## config.mk

```make
export PLATFORM = sky130hd
export DESIGN_NAME = vca_config_register_bank
export DESIGN_NICKNAME = d
export VERILOG_FILES = /design/src/include/vca_cfg_pkg.sv /design/src/logic/vca_config_register_bank.sv
export SDC_FILE = /design/constraint.sdc
export NUM_CORES = 1
export LEC_CHECK = 0
export BUFFER_PORTS_ARGS = -buffer_cell sky130_fd_sc_hd__buf_2
export CORE_ASPECT_RATIO = 0.8
export CORE_MARGIN = 10
export CORE_UTILIZATION = 25
export DETAILED_ROUTE_END_ITERATION = 8
export SYNTH_ARGS = -nofsm -noshare
export SYNTH_HDL_FRONTEND = slang
export SYNTH_SLANG_ARGS = --single-unit
export TNS_END_PERCENT = 30
```

## constraint.sdc

```tcl
create_clock -name ref_clk_in -period 1.9 [get_ports ref_clk_in]
set_clock_uncertainty 0.15 [all_clocks]
set_input_delay 0.19 -clock ref_clk_in [delete_from_list [all_inputs] [get_ports ref_clk_in]]
set_output_delay 0.19 -clock ref_clk_in [all_outputs]
set_load 0.02 [all_outputs]
```

## src/include/vca_cfg_pkg.sv

```systemverilog
// constants and types for the vca configuration register bank
`default_nettype none
package vca_cfg_pkg;
  // serial frame: 8 address bits then 16 data bits, msb first
  localparam int unsigned FRAME_BITS = 24;
  localparam int unsigned ADDR_BITS = 8;
  localparam logic [4:0] FRAME_LAST = 5'h17;
  localparam logic [4:0] ADDR_LAST = 5'h07;
  // register addresses
  localparam logic [7:0] FILTER_GAIN_CLAMP_ADDR = 8'h33;
  localparam logic [7:0] TERMINATION_INPUT_GAIN_ADDR = 8'h34;
  localparam logic [7:0] CHANNEL_POWER_ADDR = 8'h35;
  // writable bits per register; reserved bits store and read as zero
  localparam logic [15:0] FILTER_GAIN_CLAMP_MASK = 16'h20fe;
  localparam logic [15:0] TERMINATION_INPUT_GAIN_MASK = 16'hf7ff;
  localparam logic [15:0] CHANNEL_POWER_MASK = 16'h0cff;
  localparam logic [15:0] REG_RESET = 16'h0000;
  // field positions in filter_gain_clamp_config
  localparam int unsigned CORNER_LSB = 1;
  localparam int unsigned GA_LOOP_OFF_BIT = 4;
  localparam int unsigned CLAMP_LEVEL_LSB = 5;
  localparam int unsigned CLAMP_OFF_BIT = 7;
  localparam int unsigned GA_GAIN_BIT = 13;
  // field positions in termination_input_gain_config
  localparam int unsigned TERM_CODE_LSB = 0;
  localparam int unsigned TERM_INDIV_BIT = 5;
  localparam int unsigned TERM_PRESET_LSB = 6;
  localparam int unsigned TERM_ON_BIT = 8;
  localparam int unsigned IN_CLAMP_LSB = 9;
  localparam int unsigned PA_LOOP_OFF_BIT = 12;
  localparam int unsigned PA_GAIN_LSB = 13;
  localparam int unsigned PA_PER_CH_BIT = 15;
  // field positions in channel_power_control
  localparam int unsigned PDN_LSB = 0;
  localparam int unsigned LOW_POWER_BIT = 10;
  localparam int unsigned MEDIUM_POWER_SELECT_BIT = 11;
  // field codes
  localparam logic [2:0] CORNER_15 = 3'h0;
  localparam logic [2:0] CORNER_20 = 3'h2;
  localparam logic [2:0] CORNER_30 = 3'h3;
  localparam logic [2:0] CORNER_10 = 3'h4;
  localparam logic [1:0] CLAMP_M2 = 2'h0;
  localparam logic [1:0] CLAMP_M4 = 2'h1;
  localparam logic [1:0] CLAMP_0 = 2'h2;
  localparam logic [1:0] PA_GAIN_12 = 2'h2;
  localparam logic [1:0] PRESET_50 = 2'h0;
  // resistor code derived from each preset; values are plain defaults
  localparam logic [4:0] TERM_CODE_50 = 5'h1f;
  localparam logic [4:0] TERM_CODE_100 = 5'h0f;
  localparam logic [4:0] TERM_CODE_200 = 5'h07;
  localparam logic [4:0] TERM_CODE_400 = 5'h03;
  localparam int unsigned NUM_CH = 8;

  typedef enum logic [1:0] {
    SER_IDLE = 2'b01,
    SER_SHIFT = 2'b10
  } ser_state_t;

  typedef struct packed {
    logic [2:0] sen_sync;
    logic [2:0] sclk_sync;
    logic [2:0] sdata_sync;
    logic sen_n_f;
    logic sclk_f;
    ser_state_t state;
    logic [4:0] bit_cnt;
    logic [23:0] shift;
    logic [15:0] read_word;
    logic sdout;
    logic [15:0] filter_gain_clamp_config;
    logic [15:0] termination_input_gain_config;
    logic [15:0] channel_power_control;
  } bank_state_t;
endpackage
`default_nettype wire

```

## src/logic/vca_config_register_bank.sv

```systemverilog
// serial-programmed configuration bank and decode for the vca chain
//
// Summary of operation
// - corner code 000/010/011/100 selects 15/20/30/10 MHz filter corner.
// - gain amplifier offset integrator on when bit clear, off when set.
// - with clamp enabled, level 00/10/01 selects -2/0/-4 dBFS.
// - clamp-disable bit zero enables clamp; one disables, level ignored.
// - individual resistor code acts only while its enable bit is one.
// - preset 00..11 picks 50/100/200/400 ohm; resistor code derived.
// - at 12 dB preamp gain, preset 00 means high impedance input.
// - input clamp 00 auto, 01 1.5 Vpp, 10 1.15 Vpp, 11 0.6 Vpp.
// - preamp offset integrator on when bit zero, off when one.
// - common preamp gain 00 18 dB, 01 24 dB, 10 12 dB, 11 reserved.
// - per-channel gain bit switches gain source to per-channel fields.
// - power-down bit n shuts channel n+1; clear means normal.
// - power-down hits whichever blocks are active in current mode.
// - low-power bit one selects low power, zero low noise.
// - medium-power bit one selects medium power; low-power kept clear.
// - mode bit zero imaging gain mode, one continuous-wave mode.
// - per-channel gain fields share encoding, act only when enabled.
`default_nettype none
module vca_config_register_bank
  import vca_cfg_pkg::*;
(
  // clock and reset
  input wire logic ref_clk_in,
  input wire logic rst_in,
  // serial configuration port
  input wire logic sen_n_in,
  input wire logic sclk_in,
  input wire logic sdata_in,
  input wire logic readout_en_in,
  output logic sdout_out,
  // settings held elsewhere in the map
  input wire logic chain_mode_select_in,
  input wire logic [15:0] preamp_channel_gain_in,
  // filter and gain amplifier
  output logic [3:0] filter_corner_select_out,
  output logic gain_amp_offset_loop_on_out,
  output logic gain_amp_clamp_on_out,
  output logic [2:0] gain_amp_clamp_level_out,
  output logic gain_amp_30db_out,
  // termination and preamp
  output logic termination_on_out,
  output logic [3:0] termination_preset_out,
  output logic termination_hi_z_out,
  output logic [4:0] termination_code_out,
  output logic [3:0] input_clamp_select_out,
  output logic preamp_offset_loop_on_out,
  output logic [15:0] preamp_gain_select_out,
  // power
  output logic [7:0] imaging_gain_mode_pdn_out,
  output logic [7:0] continuous_wave_mode_pdn_out,
  output logic low_power_out,
  output logic medium_power_select_out
);
  bank_state_t s_r;
  bank_state_t s_nxt;
  logic sclk_rise;
  logic sclk_fall;
  logic frame_end;
  logic [23:0] word;
  logic [1:0] common_gain;
  logic [15:0] r33;
  logic [15:0] r34;
  logic [15:0] r35;

  assign r33 = s_r.filter_gain_clamp_config;
  assign r34 = s_r.termination_input_gain_config;
  assign r35 = s_r.channel_power_control;

  always_comb begin
    s_nxt = s_r;
    sclk_rise = 1'b0;
    sclk_fall = 1'b0;
    frame_end = 1'b0;
    word = {s_r.shift[22:0], s_r.sdata_sync[2]};
    s_nxt.sen_sync = {s_r.sen_sync[1:0], sen_n_in};
    s_nxt.sclk_sync = {s_r.sclk_sync[1:0], sclk_in};
    s_nxt.sdata_sync = {s_r.sdata_sync[1:0], sdata_in};
    // filtered levels move only when stages two and three agree
    if (s_r.sen_sync[1] == s_r.sen_sync[2]) begin
      s_nxt.sen_n_f = s_r.sen_sync[2];
    end
    if (s_r.sclk_sync[1] == s_r.sclk_sync[2]) begin
      s_nxt.sclk_f = s_r.sclk_sync[2];
      sclk_rise = s_r.sclk_sync[2] & ~s_r.sclk_f;
      sclk_fall = ~s_r.sclk_sync[2] & s_r.sclk_f;
    end
    case (s_r.state)
      SER_IDLE: begin
        s_nxt.bit_cnt = 5'h00;
        s_nxt.sdout = 1'b0;
        if (!s_r.sen_n_f) begin
          s_nxt.state = SER_SHIFT;
        end
      end
      SER_SHIFT: begin
        if (s_r.sen_n_f) begin
          s_nxt.state = SER_IDLE;
        end else if (sclk_rise) begin
          s_nxt.shift = word;
          s_nxt.bit_cnt = s_r.bit_cnt + 5'h01;
          if (s_r.bit_cnt == ADDR_LAST) begin
            case (word[ADDR_BITS-1:0])
              FILTER_GAIN_CLAMP_ADDR: s_nxt.read_word = r33;
              TERMINATION_INPUT_GAIN_ADDR: s_nxt.read_word = r34;
              CHANNEL_POWER_ADDR: s_nxt.read_word = r35;
              default: s_nxt.read_word = REG_RESET;
            endcase
          end
          if (s_r.bit_cnt == FRAME_LAST) begin
            frame_end = 1'b1;
            s_nxt.state = SER_IDLE;
          end
        end else if (sclk_fall && s_r.bit_cnt > ADDR_LAST) begin
          // readback data shifts out msb first on falling edges
          s_nxt.sdout = readout_en_in & s_r.read_word[15];
          s_nxt.read_word = {s_r.read_word[14:0], 1'b0};
        end
      end
      default: begin
        s_nxt.state = SER_IDLE;
      end
    endcase
    if (frame_end && !readout_en_in) begin
      case (word[FRAME_BITS-1:FRAME_BITS-ADDR_BITS])
        FILTER_GAIN_CLAMP_ADDR:
          s_nxt.filter_gain_clamp_config =
            word[15:0] & FILTER_GAIN_CLAMP_MASK;
        TERMINATION_INPUT_GAIN_ADDR:
          s_nxt.termination_input_gain_config =
            word[15:0] & TERMINATION_INPUT_GAIN_MASK;
        CHANNEL_POWER_ADDR:
          s_nxt.channel_power_control = word[15:0] & CHANNEL_POWER_MASK;
        default: begin
        end
      endcase
    end
  end

  always_ff @(posedge ref_clk_in) begin
    if (rst_in) begin
      s_r <= '0;
      s_r.state <= SER_IDLE;
      s_r.sen_sync <= 3'h7;
      s_r.sen_n_f <= 1'b1;
    end else begin
      s_r <= s_nxt;
    end
  end

  assign sdout_out = s_r.sdout;

  always_comb begin
    case (r33[CORNER_LSB +: 3])
      CORNER_15: filter_corner_select_out = 4'h1;
      CORNER_20: filter_corner_select_out = 4'h2;
      CORNER_30: filter_corner_select_out = 4'h4;
      CORNER_10: filter_corner_select_out = 4'h8;
      default: filter_corner_select_out = 4'h0;
    endcase
  end

  assign gain_amp_offset_loop_on_out = ~r33[GA_LOOP_OFF_BIT];
  assign gain_amp_clamp_on_out = ~r33[CLAMP_OFF_BIT];

  always_comb begin
    gain_amp_clamp_level_out = 3'h0;
    if (!r33[CLAMP_OFF_BIT]) begin
      case (r33[CLAMP_LEVEL_LSB +: 2])
        CLAMP_M4: gain_amp_clamp_level_out = 3'h1;
        CLAMP_M2: gain_amp_clamp_level_out = 3'h2;
        CLAMP_0: gain_amp_clamp_level_out = 3'h4;
        default: gain_amp_clamp_level_out = 3'h0;
      endcase
    end
  end

  // gain amp gain and termination enable
  assign gain_amp_30db_out = r33[GA_GAIN_BIT];
  assign termination_on_out = r34[TERM_ON_BIT];

  assign common_gain = r34[PA_GAIN_LSB +: 2];
  // preset 00 at 12 dB means high impedance
  assign termination_hi_z_out = (r34[TERM_PRESET_LSB +: 2] == PRESET_50) &&
                                (common_gain == PA_GAIN_12);

  // preset one-hot {400,200,100,50} and derived code
  always_comb begin
    termination_preset_out = 4'h0;
    termination_preset_out[r34[TERM_PRESET_LSB +: 2]] = 1'b1;
    if (termination_hi_z_out) begin
      termination_preset_out = 4'h0;
    end
    case (r34[TERM_PRESET_LSB +: 2])
      2'h0: termination_code_out = TERM_CODE_50;
      2'h1: termination_code_out = TERM_CODE_100;
      2'h2: termination_code_out = TERM_CODE_200;
      default: termination_code_out = TERM_CODE_400;
    endcase
    if (r34[TERM_INDIV_BIT]) begin
      termination_code_out = r34[TERM_CODE_LSB +: 5];
    end
  end

  always_comb begin
    input_clamp_select_out = 4'h0;
    input_clamp_select_out[r34[IN_CLAMP_LSB +: 2]] = 1'b1;
  end

  assign preamp_offset_loop_on_out = ~r34[PA_LOOP_OFF_BIT];

  genvar ch;
  generate
    for (ch = 0; ch < NUM_CH; ch++) begin : g_ch
      assign preamp_gain_select_out[2*ch +: 2] = r34[PA_PER_CH_BIT] ?
          preamp_channel_gain_in[2*ch +: 2] : common_gain;
    end
  endgenerate

  assign imaging_gain_mode_pdn_out =
      r35[PDN_LSB +: NUM_CH] & {NUM_CH{~chain_mode_select_in}};
  assign continuous_wave_mode_pdn_out =
      r35[PDN_LSB +: NUM_CH] & {NUM_CH{chain_mode_select_in}};

  // power mode; medium wins if both set
  assign medium_power_select_out = r35[MEDIUM_POWER_SELECT_BIT];
  assign low_power_out = r35[LOW_POWER_BIT] & ~r35[MEDIUM_POWER_SELECT_BIT];
endmodule
`default_nettype wire

```

==> results of run 1 <==
==> path summary, 6_finish.rpt <==
kind	depth (start not counted)	slack [ns]	from	endpoint
min reg2reg	1	0.26	s_nxt[105]	s_nxt[106]
max reg2reg	6	0.03	s_r[90]	s_r[58]
max	6	0.03	s_r[90]	s_r[58]
min	3	0.01	readout_en_in	sdout_out
==> cell usage after synthesis (all sizes together) (10+ instances only) <==
cell type / instances
a211oi: 12
a21oi: 68
and2: 12
buf: 18
clkbuf: 28
dfxtp: 91
mux2i: 11
nand2: 90
nand3: 35
nand4: 10
nor2b: 23
nor3: 24
o21ai: 37
==> power groups by stage <==
| stage | logic (W) | clock network [W] | registers, W |
|---|---|---|---|
| 4_1_cts | 0.0000860 | 0.00191 | 0.00192 |
| 2_1_floorplan | 0.0000435 | 0 | 0.00196 |
| 3_5_place_dp | 0.0000812 | 0 | 0.00196 |
| 6_report | 0.0000863 | 0.00186 | 0.00192 |
| 5_1_grt | 0.0000945 | 0.00198 | 0.00192 |
| 3_3_place_gp | 0.0000803 | 0 | 0.00196 |
==> metrics by stage <==
| step | power [W] | cells | hold WS [ns] |
|---|---|---|---|
| after CTS | 0.003914 | 862 | 0.006118 |
| final | 0.003866 | 864 | 0.01254 |
| after floorplan | 0.002004 | 544 | 0.1438 |
| after global placement | 0.002043 | 845 | 0.2245 |
| after detailed placement | 0.002044 | 845 | 0.2270 |
| after global routing | 0.003996 | 864 | 0.04162 |
==> layout make-up <==
| cell class | count | share of cell area |
|---|---|---|
| flip-flops and latches | 91 | 0.3245 |
| clock inverters | 4 | 0.01355 |
| inverters | 6 | 0.003998 |
| clock buffers | 10 | 0.04065 |
| multi-input cells | 401 | 0.4209 |
| repair buffers | 127 | 0.1464 |
| well taps | 225 | 0.04998 |
==> repair_timing <==
item                                    4_1_cts  5_1_grt
pin swaps                                     1        0
resized for setup                             1       13
hold buffers                                  3        0
endpoints found under the setup margin        5       36
cloned                                        0        1
buffers inserted                              0        1
hold endpoints to repair                      3        0
==> per-layer routing <==
layer	up-vias	track usage	wire length, um
met5	-	0	0
met4	0	0.02608	133
met1	1947	0.1408	6131
li1	2120	-	-
met2	97	0.1692	5833
met3	9	0.02946	718
==> registers in the layout, indices dropped and copies added, names as in the netlist <==
register   count
r33            8
r35           10
sdout_out      1
r34           15
s_nxt          6
s_r           51
==> cells by family after synthesis <==
logic type / count (synthesis)
multiplexers: 11
AND/OR/NAND/NOR: 245
flip-flops: 91
AO/OA/AOI/OAI: 144
buffers and inverters: 52
adder cells (fa/ha/maj): 1
==> worst reg2reg max path, stage by stage, from the launching register on <==
cell      delay [ns]
dfxtp_4         0.37
ha_4            0.15
and4b_1         0.20
o311a_1         0.30
or2_4           0.27
buf_12          0.15
a311oi_1        0.19
==> impl_metrics.ini, run 1 <==
[die]
std_cell_rows = 43
start_util = 0.2534
design.core.area_sq_um = 17270
die_w_um = 167.9
num_io_pins = 84
die_y_um = 138.3
die-area_sq_um = 23230

[setup_path]
cp_cell_sequence = ha_4 -> and4b_1 -> o311a_1 -> or2_4 -> buf_12 -> a311oi_1
cp_slowest_cell = dfxtp_4
crit_arrival_ns = 1.97
cp.buffers_inverters = 1
max_stage_delay_ns = 0.37
worst_ep_required_time_ns = 2.00
start_kind = flip-flop
path_delay_family = compound AO/OA/AOI/OAI gates
endpoint_kind = flip-flop
setup.worst_path.class = reg2reg
crit_fanout = 8

[logic_synthesis]
yosys.area_share.simple = 0.2960
syn_area_sq_um = 4375
async_flop_share = 0
synth_top_family_by_area = simple AND/OR/NAND/NOR gates
synth_fa_ha_area_frac = 0.002860
seq_area_frac_synth = 0.4164
synthTopCellsByArea = dfxtp_1 (42%), a21oi_1 (7.8%), nand2_1 (7.7%)
synth_top_cell_by_area = dfxtp_1
yosysWarnings = 0
synthXorXnorAreaFrac = 0
ys_seq_elements = 91
synth_cells = 544
syn_nets = 568
synth_edf_count = 0
synth.mux.area_fraction = 0.02516
yosysUniqueCellTypes = 52
synth_compound_area_frac = 0.2039
synth.avg_cell_area_sq_um = 8.043
synth_flop_cell = dfxtp_1
yosysTopAreaCellShare = 0.4164

[pwr]
p_sw_frac = 0.2001
power.density_nw_per_um2 = 686.2
ir_drop_mv = 0.5053
clkPwrFrac = 0.481
p_switching_w = 0.0007736
p_seq_frac = 0.496
p_leak_nw = 2.075
internal_power_w = 0.003092
share_comb_of_total_power = 0.022

[clocking]
cts-buffers-inserted = 9
cts_tree = done
cts_htree_levels = 3
cts_max_path_buffers = 2
clk_latency_ns = 0.33
cts-root-buf = clkbuf_16
clkSinkCount = 91
clkTransAtPathRegs_ns = 0.06

[sta]
finalWorstSetupSlack_ns = 0.03113
timing.fmax_ghz = 0.5351
relSlewSlack = 0.7619
setup_viol = 0
fin_crit_sh = 0.9836
rsz0062_at_grt = true
worst_pin_slew_ns = 0.3553
setup_tns_ns = 0
final-max-slew-violation-count = 0
hold_viol = 0
period_minus_slack_ns = 1.869

[finish]
fillers = 1807
nNetsFinal = 660
n_antenna_cell = 0
mostFrequentLayoutCell = nand2_1
syn_to_final_growth_pct = 28.74
stdcell_area_sq_um = 5633
layout_common_cells = nand2_1 (90), dfxtp_1 (88), buf_2 (83)
multi_input_area_sq_um = 2371
drive_above_1_share = 0.2645
finalCoreUtilization = 0.3262
area.sequential_sq_um = 1828

[place]
finalWeightedCongestion = 0.7940
portBuffers = 83
place_hpwl_um = 9219
placed_area_sq_um = 5209
dp_slack_ns = -0.01081

[flow_run]
cap_viol_max_count = 0

[global_route]
grt_util_all_layers = 0.1072
grt_pass1_vias = 3978
overflow = 0
antenna_found_initial = 0
grt_pass1_wl_um = 20980
grt_max_degree = 72

[route]
first_pass_iters = 5
drtIter0Drc = 349
vias_per_cell = 4.830
vias = 4173
wire_per_inst_um = 14.83
drtAntennaViolNets = 0
wirelength_um = 12820
drc = 0

[status]
status = finished clean

[hold_path]
hold_path_class = in2reg
No activity file was read; power rests on OpenSTA's default activity.
==> run 2: changes to the inputs <==
--- a/config.mk
+++ b/config.mk
@@ -6,10 +6,13 @@
 export NUM_CORES = 1
 export LEC_CHECK = 0
 export BUFFER_PORTS_ARGS = -buffer_cell sky130_fd_sc_hd__buf_2
+export CELL_PAD_IN_SITES_DETAIL_PLACEMENT = 0
+export CELL_PAD_IN_SITES_GLOBAL_PLACEMENT = 1
 export CORE_ASPECT_RATIO = 0.8
 export CORE_MARGIN = 10
-export CORE_UTILIZATION = 25
+export CORE_UTILIZATION = 35
 export DETAILED_ROUTE_END_ITERATION = 8
+export PLACE_DENSITY_LB_ADDON = 0.1
 export SYNTH_ARGS = -nofsm -noshare
 export SYNTH_HDL_FRONTEND = slang
 export SYNTH_SLANG_ARGS = --single-unit
==> run 2 against run 1 <==
The run now ends with negative hold slack left. Via count rose by 0.81%. Sequential power barely moved. Global-route usage up 4.1 points. Hold slack got worse by 0.014 ns. Count of clock-buffer cells in the layout decreased by 1. Largest cell class unchanged. Highest routed layer unchanged.
==> impl_metrics.ini, run 2 (synthesis results as in run 1) <==
[status]
status = finished with violations
violations = negative hold slack

[sta]
setup_viol = 0
relSlewSlack = 0.5070
timing.fmax_ghz = 0.5297
hold_viol = 1
period_minus_slack_ns = 1.888
fin_crit_sh = 0.9937
finalWorstSetupSlack_ns = 0.01201
setup_tns_ns = 0
final-max-slew-violation-count = 0
whs_ns = -0.001793
worst_pin_slew_ns = 0.7394
rsz0062_at_grt = true

[route]
wire_per_inst_um = 16.66
drtIter0Drc = 293
wirelength_um = 13500
drc = 0
drtAntennaViolNets = 0
first_pass_iters = 4
vias_per_cell = 5.194
vias = 4207

[pwr]
ir_drop_mv = 0.3872
p_sw_frac = 0.2304
p_seq_frac = 0.519
power.density_nw_per_um2 = 669.5
p_leak_nw = 2.035
p_switching_w = 0.0008507
clkPwrFrac = 0.458
internal_power_w = 0.002842
p_total_w = 0.003693
share_comb_of_total_power = 0.024

[clocking]
cts-buffers-inserted = 9
cts_htree_levels = 3
clkSinkCount = 91
clkTransAtPathRegs_ns = 0.07
clk_latency_ns = 0.35
cts_tree = done
cts_max_path_buffers = 2
cts-root-buf = clkbuf_16

[setup_path]
cp_cell_sequence = ha_4 -> and4b_1 -> o311a_1 -> or2_1 -> buf_12 -> a311oi_1
path_delay_family = compound AO/OA/AOI/OAI gates
setup.worst_path.class = reg2reg
cp.buffers_inverters = 1
worst_ep_required_time_ns = 2.01
regToRegSetupSlack_ns = 0.01
max_stage_delay_ns = 0.36
r2r_start = s_r[90]
start_kind = flip-flop
cp_slowest_cell = dfxtp_4
endpoint_kind = flip-flop
reg2reg_depth = 6
crit_arrival_ns = 2.00
crit_fanout = 15
r2r-end = s_r[61]

[finish]
n_antenna_cell = 0
finalCoreUtilization = 0.4518
layout_common_cells = nand2_1 (90), dfxtp_1 (89), buf_2 (83)
drive_above_1_share = 0.2613
max_flop_register = s_r
mostFrequentLayoutCell = nand2_1
nNetsFinal = 658
stdcell_area_sq_um = 5515
syn_to_final_growth_pct = 26.05
largest_reg_flops = 51

[global_route]
grt_util_all_layers = 0.1486
grt_pass1_wl_um = 21290
grt_pass1_vias = 3830
overflow = 0
antenna_found_initial = 0
grt_max_degree = 47

[place]
dp_slack_ns = -0.03703
portBuffers = 83
placed_area_sq_um = 5139
finalWeightedCongestion = 0.8090
place_hpwl_um = 9652

[flow_run]
cap_viol_max_count = 0

[die]
num_io_pins = 84
die_y_um = 120.0
die-area_sq_um = 17400
die_w_um = 145.0
design.core.area_sq_um = 12210
std_cell_rows = 36
start_util = 0.3584

[hold_path]
hold_path_class = in2reg
holdCritStartpoint = readout_en_in
hold_depth = 3
hold_end = sdout_out
run 2: power groups by stage:
stage,sequential (W),clock (W),combinational (W)
floorplan,0.00196,0,0.0000435
global placement,0.00196,0,0.0000814
detailed placement,0.00196,0,0.0000827
CTS,0.00192,0.00174,0.0000877
global route,0.00192,0.00180,0.0000957
finish,0.00192,0.00169,0.0000878
run 2: how the worst max path moves through the flow:
stage,startpoint,endpoint,slack (ns),cells after the start
2_1_floorplan,s_r[89],s_r[54],-0.07,8
3_3_place_gp,s_r[89],s_r[64],0.03,6
3_5_place_dp,s_r[89],s_r[64],-0.04,6
4_1_cts,s_r[90],s_r[64],-0.007,6
5_1_grt,s_r[90],s_r[57],-0.05,6
6_report,s_r[90],s_r[61],0.01,6
run 2: cell type report:
class,count,area [sq um]
fillers,1240,6691
multi-input cells,401,2371
flip-flops and latches,91,1829
repair buffers,125,800.8
clock buffers,9,225.2
well taps,171,214.0
clock inverters,7,52.55
inverters,6,22.52
run 2: repair_timing:
action	CTS	global route
endpoints found under the setup margin	5	19
pin swaps	1	0
setup buffers	0	2
hold buffers	3	0
gates resized for setup	4	7
hold endpoints to repair	3	0
run 2: tightest hold or removal path, cell delays in order:
cell       delay [ns]
buf_2            0.12
o2111ai_2        0.07
a21oi_1          0.06
run 2: through the flow:
step | hold WS [ns] | instances
3_3_place_gp | 0.2275 | 789
4_1_cts | 0.005723 | 808
3_5_place_dp | 0.2353 | 789
6_report | -0.001793 | 810
2_1_floorplan | 0.1438 | 544
5_1_grt | 0.008156 | 810
run 2: layer usage:
metal  global-route usage  part of all wire  up-vias
met1               0.1958              0.48     1980
met4              0.04459            0.0084        0
met5                    0                 0        -
li1                     -                 -     2112
met2               0.2351              0.46      107
met3              0.03718             0.052        8
